--- src/core/tlic_pkg.sv ---
// Constants of the two-level interrupt controller: register indices, field positions,
// reset values and the primary group layout.
// Assumes an APB bus with 32-bit data; each register index is one aligned word.
package tlic_pkg;

	// Register indices; the byte address on the bus is four times the index.
	localparam logic [15:0] TLIC_IDX_PRIMARY_STATUS = 16'h4010;
	localparam logic [15:0] TLIC_IDX_PIN_CONFIG     = 16'h4017;
	localparam logic [15:0] TLIC_IDX_PRIMARY_MASK   = 16'h4018;
	localparam logic [15:0] TLIC_IDX_SEC_STATUS     = 16'h4020;
	localparam logic [15:0] TLIC_IDX_SEC_MASK       = 16'h4030;
	localparam logic [15:0] TLIC_IDX_GROUP_SPAN     = 16'h0010;

	// Pin configuration fields.
	localparam int TLIC_POS_GLOBAL_MASK = 0;
	localparam int TLIC_POS_OPEN_DRAIN  = 1;

	// Number of primary groups and the status bit that each one occupies.
	localparam int TLIC_NGRP = 11;
	localparam int TLIC_GRP_BIT [TLIC_NGRP] = '{15, 14, 13, 12, 11, 8, 7, 5, 4, 1, 0};

	// Primary bits that exist; all others read as zero and ignore writes.
	localparam logic [15:0] TLIC_PRIMARY_USED = 16'hF9B3;

	// Values after reset.
	localparam logic [15:0] TLIC_RST_PRIMARY_MASK = 16'hF9B3;
	localparam logic [1:0]  TLIC_RST_PIN_CONFIG   = 2'h0;
	localparam logic [31:0] TLIC_RST_SEC_MASK     = 32'hFFFF_FFFF;
	localparam logic [31:0] TLIC_RST_ZERO         = 32'h0000_0000;

endpackage

--- src/core/tlic_top.sv ---
// Two-level interrupt controller with an APB register slave and a configurable
// active-low interrupt request pin.
// Assumes event sources and the watchdog run on mclk; the request pin wire level is
// resolved outside from irqPinOut and irqPinOe, with a pull-up in open-drain use.
//
// Notes on behaviour
// RQ1 - Secondary flags latch and stay set.
// RQ2 - Writing one clears a secondary flag.
// RQ3 - Reads never clear secondary flags.
// RQ4 - Primary is OR of unmasked secondaries.
// RQ5 - Each secondary flag has a mask bit.
// RQ6 - Primary status register is read-only.
// RQ7 - Pin low when any enabled primary set.
// RQ8 - Each primary flag has a pin mask.
// RQ9 - Config bit one selects open drain.
// RQ10 - Open drain drives low, else releases.
// RQ11 - Global mask keeps pin deasserted.
// RQ12 - Masked secondaries still set on events.
// RQ13 - Primaries update regardless of pin mask.
// RQ14 - Watchdog reset ignores all interrupt masks.
// RQ15 - Primary clears when group cleared or masked.
// RQ16 - After reset all primaries are masked.
// RQ17 - Groups at bits 15, 14, 13.
// RQ18 - Groups at bits 12, 11, 8.
// RQ19 - Host reads primary, secondary, then clears.
// RQ20 - Groups at bits 7, 5, 4, 1, 0.
// RQ21 - Primary mask bits align, reset to one.
// RQ22 - Zero write ignored; event beats clear.
// RQ23 - Request pin driven from a register.
module tlic_top
	import tlic_pkg::*;
#(
	parameter int SEC_W  = 8,
	parameter int ADDR_W = 18
) (
	input  wire logic                      mclk,
	input  wire logic                      srst,
	input  wire logic                      psel,
	input  wire logic                      penable,
	input  wire logic                      pwrite,
	input  wire logic [ADDR_W-1:0]         paddr,
	input  wire logic [31:0]               pwdata,
	output logic      [31:0]               prdata,
	output logic                           pready,
	output logic                           pslverr,
	input  wire logic [TLIC_NGRP*SEC_W-1:0] secEvent,
	input  wire logic                      wdogResetReq,
	output logic                           wdogResetOut,
	output logic                           irqPinOut,
	output logic                           irqPinOe
);

	initial begin
		if (SEC_W < 1 || SEC_W > 32) begin
			$error("SEC_W must lie between 1 and 32.");
		end
		if (ADDR_W < 18 || ADDR_W > 32) begin
			$error("ADDR_W must lie between 18 and 32.");
		end
	end

	////////////////////////////////////////////////////////////////////////////////
	// Bus decode.

	logic [15:0]      regIdx;
	logic             setupPhase;
	logic             wrStrobe;
	logic [15:0]      secStatusOff;
	logic [15:0]      secMaskOff;
	logic [15:0]      primaryStatus;
	logic [15:0]      primaryMask;
	logic [1:0]       pinConfig;
	logic [SEC_W-1:0] secFlag [TLIC_NGRP];
	logic [SEC_W-1:0] secMask [TLIC_NGRP];

	assign regIdx       = paddr[17:2];
	assign setupPhase   = psel && !penable;
	// A write takes effect only at the edge where the completed access is sampled.
	assign wrStrobe     = psel && penable && pready && pwrite;
	assign secStatusOff = regIdx - TLIC_IDX_SEC_STATUS;
	assign secMaskOff   = regIdx - TLIC_IDX_SEC_MASK;

	////////////////////////////////////////////////////////////////////////////////
	// Secondary flags, secondary masks and primary flags, one slice per group.

	logic [TLIC_NGRP-1:0] groupActive;

	for (genvar g = 0; g < TLIC_NGRP; g++) begin : gen_group
		logic             clrHit;
		logic             maskHit;
		logic [SEC_W-1:0] evt;

		assign evt     = secEvent[g*SEC_W +: SEC_W];
		assign clrHit  = wrStrobe && (regIdx == TLIC_IDX_SEC_STATUS + 16'(g));
		assign maskHit = wrStrobe && (regIdx == TLIC_IDX_SEC_MASK + 16'(g));

		// Reads have no path into this process, so they cannot clear a flag.
		always_ff @(posedge mclk) begin // RQ3
			if (srst) begin
				secFlag[g] <= SEC_W'(TLIC_RST_ZERO);
			end else if (clrHit) begin
				// Ones clear, zeros leave the flag alone, and a new event wins.
				secFlag[g] <= (secFlag[g] & ~pwdata[SEC_W-1:0]) | evt; // RQ2 RQ22
			end else begin
				// The mask is not consulted here: masked flags still latch.
				secFlag[g] <= secFlag[g] | evt; // RQ1 RQ12
			end
		end

		always_ff @(posedge mclk) begin // RQ5
			if (srst) begin
				secMask[g] <= SEC_W'(TLIC_RST_SEC_MASK);
			end else if (maskHit) begin
				secMask[g] <= pwdata[SEC_W-1:0];
			end
		end

		// Mask bit set means the flag does not reach the primary.
		assign groupActive[g] = |(secFlag[g] & ~secMask[g]); // RQ4 RQ15
	end

	// Primary bits follow their groups whatever the pin mask says; bus writes never
	// reach this register.
	always_ff @(posedge mclk) begin // RQ6 RQ13
		if (srst) begin
			primaryStatus <= 16'h0000;
		end else begin
			for (int g = 0; g < TLIC_NGRP; g++) begin
				primaryStatus[TLIC_GRP_BIT[g]] <= groupActive[g]; // RQ17 RQ18 RQ20
			end
		end
	end

	////////////////////////////////////////////////////////////////////////////////
	// Primary pin masks and pin configuration.

	always_ff @(posedge mclk) begin
		if (srst) begin
			primaryMask <= TLIC_RST_PRIMARY_MASK; // RQ16 RQ21
		end else if (wrStrobe && regIdx == TLIC_IDX_PRIMARY_MASK) begin
			primaryMask <= pwdata[15:0] & TLIC_PRIMARY_USED; // RQ8 RQ21
		end
	end

	always_ff @(posedge mclk) begin
		if (srst) begin
			pinConfig <= TLIC_RST_PIN_CONFIG;
		end else if (wrStrobe && regIdx == TLIC_IDX_PIN_CONFIG) begin
			pinConfig <= pwdata[1:0];
		end
	end

	////////////////////////////////////////////////////////////////////////////////
	// Interrupt request pin.

	logic pinAssert;

	assign pinAssert = (|(primaryStatus & ~primaryMask)) && !pinConfig[TLIC_POS_GLOBAL_MASK]; // RQ7 RQ11

	// Both pin signals come from flops so the shared line sees no decode glitches.
	always_ff @(posedge mclk) begin // RQ23
		if (srst) begin
			irqPinOut <= 1'b1;
			irqPinOe  <= 1'b1;
		end else if (pinConfig[TLIC_POS_OPEN_DRAIN]) begin // RQ9
			// Pull low when asserted, otherwise let the pull-up raise the line.
			irqPinOut <= 1'b0; // RQ10
			irqPinOe  <= pinAssert; // RQ10
		end else begin
			irqPinOut <= !pinAssert; // RQ7
			irqPinOe  <= 1'b1;
		end
	end

	////////////////////////////////////////////////////////////////////////////////
	// Watchdog reset action, which no interrupt mask may suppress.

	always_ff @(posedge mclk) begin
		if (srst) begin
			wdogResetOut <= 1'b0;
		end else begin
			wdogResetOut <= wdogResetReq; // RQ14
		end
	end

	////////////////////////////////////////////////////////////////////////////////
	// Bus answer: one wait-free access cycle, read data captured in the setup cycle.

	logic [31:0] next_prdata;
	logic        next_pslverr;

	always_comb begin
		next_prdata  = 32'h0000_0000;
		next_pslverr = 1'b0;
		if (regIdx == TLIC_IDX_PRIMARY_STATUS) begin
			next_prdata[15:0] = primaryStatus;
			next_pslverr      = pwrite;
		end else if (regIdx == TLIC_IDX_PIN_CONFIG) begin
			next_prdata[1:0] = pinConfig;
		end else if (regIdx == TLIC_IDX_PRIMARY_MASK) begin
			next_prdata[15:0] = primaryMask;
		end else if (secStatusOff < 16'(TLIC_NGRP)) begin
			next_prdata[SEC_W-1:0] = secFlag[secStatusOff[3:0]];
		end else if (secMaskOff < 16'(TLIC_NGRP)) begin
			next_prdata[SEC_W-1:0] = secMask[secMaskOff[3:0]];
		end else begin
			next_pslverr = 1'b1;
		end
		// A shift rather than a part-select keeps the default 18-bit address legal.
		if (paddr[1:0] != 2'b00 || (paddr >> 18) != '0) begin
			next_prdata  = 32'h0000_0000;
			next_pslverr = 1'b1;
		end
	end

	always_ff @(posedge mclk) begin
		if (srst) begin
			pready  <= 1'b0;
			pslverr <= 1'b0;
			prdata  <= 32'h0000_0000;
		end else begin
			pready  <= setupPhase;
			pslverr <= setupPhase && next_pslverr;
			if (setupPhase && !pwrite) begin
				prdata <= next_prdata;
			end
		end
	end

endmodule

--- config.mk ---
export PLATFORM = sky130hd
export DESIGN_NAME = tlic_top
export DESIGN_NICKNAME = d
export VERILOG_FILES = /design/src/core/tlic_pkg.sv /design/src/core/tlic_top.sv
export SDC_FILE = /design/constraint.sdc
export NUM_CORES = 1
export LEC_CHECK = 0
export BUFFER_PORTS_ARGS = -buffer_cell sky130_fd_sc_hd__buf_2
export CORE_ASPECT_RATIO = 0.5
export CORE_MARGIN = 2
export CORE_UTILIZATION = 35
export CTS_BUF_LIST = sky130_fd_sc_hd__clkbuf_2
export CTS_CLUSTER_DIAMETER = 200
export DETAILED_ROUTE_END_ITERATION = 8
export HOLD_SLACK_MARGIN = 0.06
export PLACE_DENSITY = 0.6
export SKIP_LAST_GASP = 1
export SLEW_MARGIN = 20
export SYNTH_ARGS = -nofsm -noshare
export SYNTH_HDL_FRONTEND = slang
export SYNTH_SLANG_ARGS = --single-unit
--- constraint.sdc ---
create_clock -name mclk -period 5 [get_ports mclk]
set_input_delay 0.75 -clock mclk [delete_from_list [all_inputs] [get_ports mclk]]
set_output_delay 0.75 -clock mclk [all_outputs]
set_load 0.01 [all_outputs]
==> results.cfg <==
[status]
status = completed

[logic_synthesis]
synth_flop_cell = edfxtp_1
synth.distinct_cells = 62
synth-xor-area-share_pct = 0.518
synth-seq-cells = 219
synthesis.area_sq_um = 11800
yosys.area.top_type = edfxtp_1
synthSimpleGateAreaFrac_pct = 18.8
synth_compound_area_share_pct = 13.5
async_reset_ff_share_pct = 0
synth_top_area_share_pct = 44.7
ys_top_cells_by_area = edfxtp_1 (45%), dfxtp_1 (7.3%), mux4_2 (5.9%)
yosysWarnings = 0
synth_fa_ha_area_share_pct = 0.211
postSynthCellCount = 1164
synth-edff-count = 176
synth_mux_area_share_pct = 8.02
avgSynthCellArea_sq_um = 10.2
seq_area_frac_synth_pct = 51.9
synth_top_family_by_area = simple AND/OR/NAND/NOR gates

[global_routing]
grt_pass1_vias = 9646
grt_usage_pct = 21.9
antenna_found_initial = 3
grt.overflow.total = 0
grt_pass1_wl_mm = 58.2
grt_max_degree = 72

[sta]
finalCritPeriodShare_pct = 57.4
max_slew_margin_pct = 31.2
worst_pin_slew_ps = 1020
whs_ps = 137
grt_setup_unrepaired = false
fmax_ghz = 0.349
finalCriticalPeriod_ps = 2870
finalHoldViolations = 0
tns_ps = 0
fin_skew_ps = 70.6
setup_viol = 0
slew_violations = 0

[cts]
cts_root_buf = clkbuf_2
cts_tree = built
cts_buffer_depth = 3
numCtsBuffers = 54
cts.reportedPaths.clkPinSlew_ps = 120
insertion_delay_ps = 900
cts_max_level = 2
clock-sinks = 219

[routing]
dr.pass1.iters = 5
viasPerCell = 5.27
ant_nets = 0
drc_errors = 0
wl_per_cell_um = 20.7
drt_wl_total_mm = 39.0
drtIter0Drc = 966
vias = 9912

[critical_path]
crit_slowest_cell = nor3_2
cp_num_buf_inv = 2
cp-start-kind = input port
cp_cell_sequence = dlygate4sd3_1, buf_2, or3b_1, nor3_2, nand3_4, a2111oi_0, or3_1
cp_max_fo = 17
cp.required_ps = 5830
cp_slowest_stage_delay_ps = 780
crit_type = in2reg
endpoint_kind = flop
arrival_ps = 3700
cpLargestDelayFamily = simple AND/OR/NAND/NOR gates

[final_layout]
layout_common_cells = edfxtp_1 (176), buf_2 (143), nor2_1 (135)
layout-drive-gt1-share_pct = 24.6
layout_commonest_cell = edfxtp_1
fin_area_sq_um = 13700
finalNetCount = 1549
syn2layout_area_growth_pct = 15.4
final-instance-count-excl-fill = 1881

[floorplan]
io_pins = 181
die_w_um = 264
core_sq_um = 33200
die_area_sq_um = 35400
die_h_um = 134
num_rows = 47
start_util_pct = 35.7

[place]
dp_hpwl_mm = 28.3
placed_cell_area_sq_um = 13200
dp.cells = 1785
portBuffers = 144
gp_congestion = 0.955

[power_and_ir_drop]
p_leak_uw = 0.00536
ir_drop_v = 0.000111
power_density_nw_per_um2 = 274
power_uw = 3740

[flow_run]
maxCapViolCount = 0

[hold_path]
hold_path_class = in2reg
==> routing by layer <==
metal / global-route usage [%] / vias to the layer above / wire length (um)
li1: - / 4544 / -
met1: 30.1 / 4829 / 16900
met2: 34.8 / 465 / 17900
met3: 4.72 / 70 / 3370
met4: 6.57 / 4 / 789
met5: 0 / - / 21
==> final timing paths <==
path                 from  slack, ps  cells past startpoint              end
min            pwdata[15]        140                      3  primaryMask[15]
max               penable       2130                      7        prdata[2]
min reg2reg  pinConfig[1]        490                      1         irqPinOe
max reg2reg        pready       2500                      6    secMask[6][6]
==> cell usage after synthesis (24+ instances only) <==
cell type and instances:
a21oi_1 119, clkbuf_1 36, dfxtp_1 43, edfxtp_1 176, inv_1 104, mux2i_1 24
mux4_2 31, nand2_1 124, nand2b_1 25, nor2_1 135, o22ai_1 28, or2_2 65
==> sequential cells by signal, summed over array words and instances, names as in the netlist <==
register	cells
pslverr	1
wdogResetOut	1
pready	1
secMask	88
prdata	14
irqPinOe	1
irqPinOut	1
pinConfig	2
primaryMask	11
secFlag	88
primaryStatus	11
==> worst register-to-register path: cells and delay by family, from the launching register on <==
kind | cells | cell delay, ps
and+or+nand+nor | 6 | 1960
DFF | 1 | 340
==> logic make-up (layout without fill, tap and decap cells) <==
kind of cell    after synthesis  count (layout)
simple gates                437             437
mux                          56              56
fa+ha+maj                     2               2
xor+xnor                      7               7
buf+inv                     185             356
compound gates              256             256
other cells                   2             107
flops                       219             219
==> power by group <==
group / internal, uW / switching, uW / leakage (uW) / total [uW]
Sequential: 2050 / 73.3 / 0.00198 / 2120
Clock: 421 / 771 / 0.000358 / 1190
Combinational: 158 / 268 / 0.00303 / 426
Total: 2630 / 1110 / 0.00536 / 3740
==> timing repair <==
action,CTS,global route
hold buffers,2,1
buffers inserted,0,0
gates resized for setup,0,0
endpoints found under the hold margin,2,1
==> final cells by class <==
cell class / count / area (sq um)
clock inverters: 12 / 47.5
clock buffers: 80 / 400
flip-flops and latches: 219 / 6150
multi-input cells: 864 / 5260
fillers: 3264 / 19500
inverters: 104 / 390
diodes: 1 / 2.50
well taps: 441 / 552
repair buffers: 160 / 851
==> stage by stage <==
stage	setup WS [ps]	utilization [%]
2_1_floorplan	2280	-
3_3_place_gp	1330	39.7
3_5_place_dp	1280	39.7
4_1_cts	2100	41.1
5_1_grt	1990	41.2
6_report	2130	41.2
Note: power is estimated with default switching activity, not from simulation.
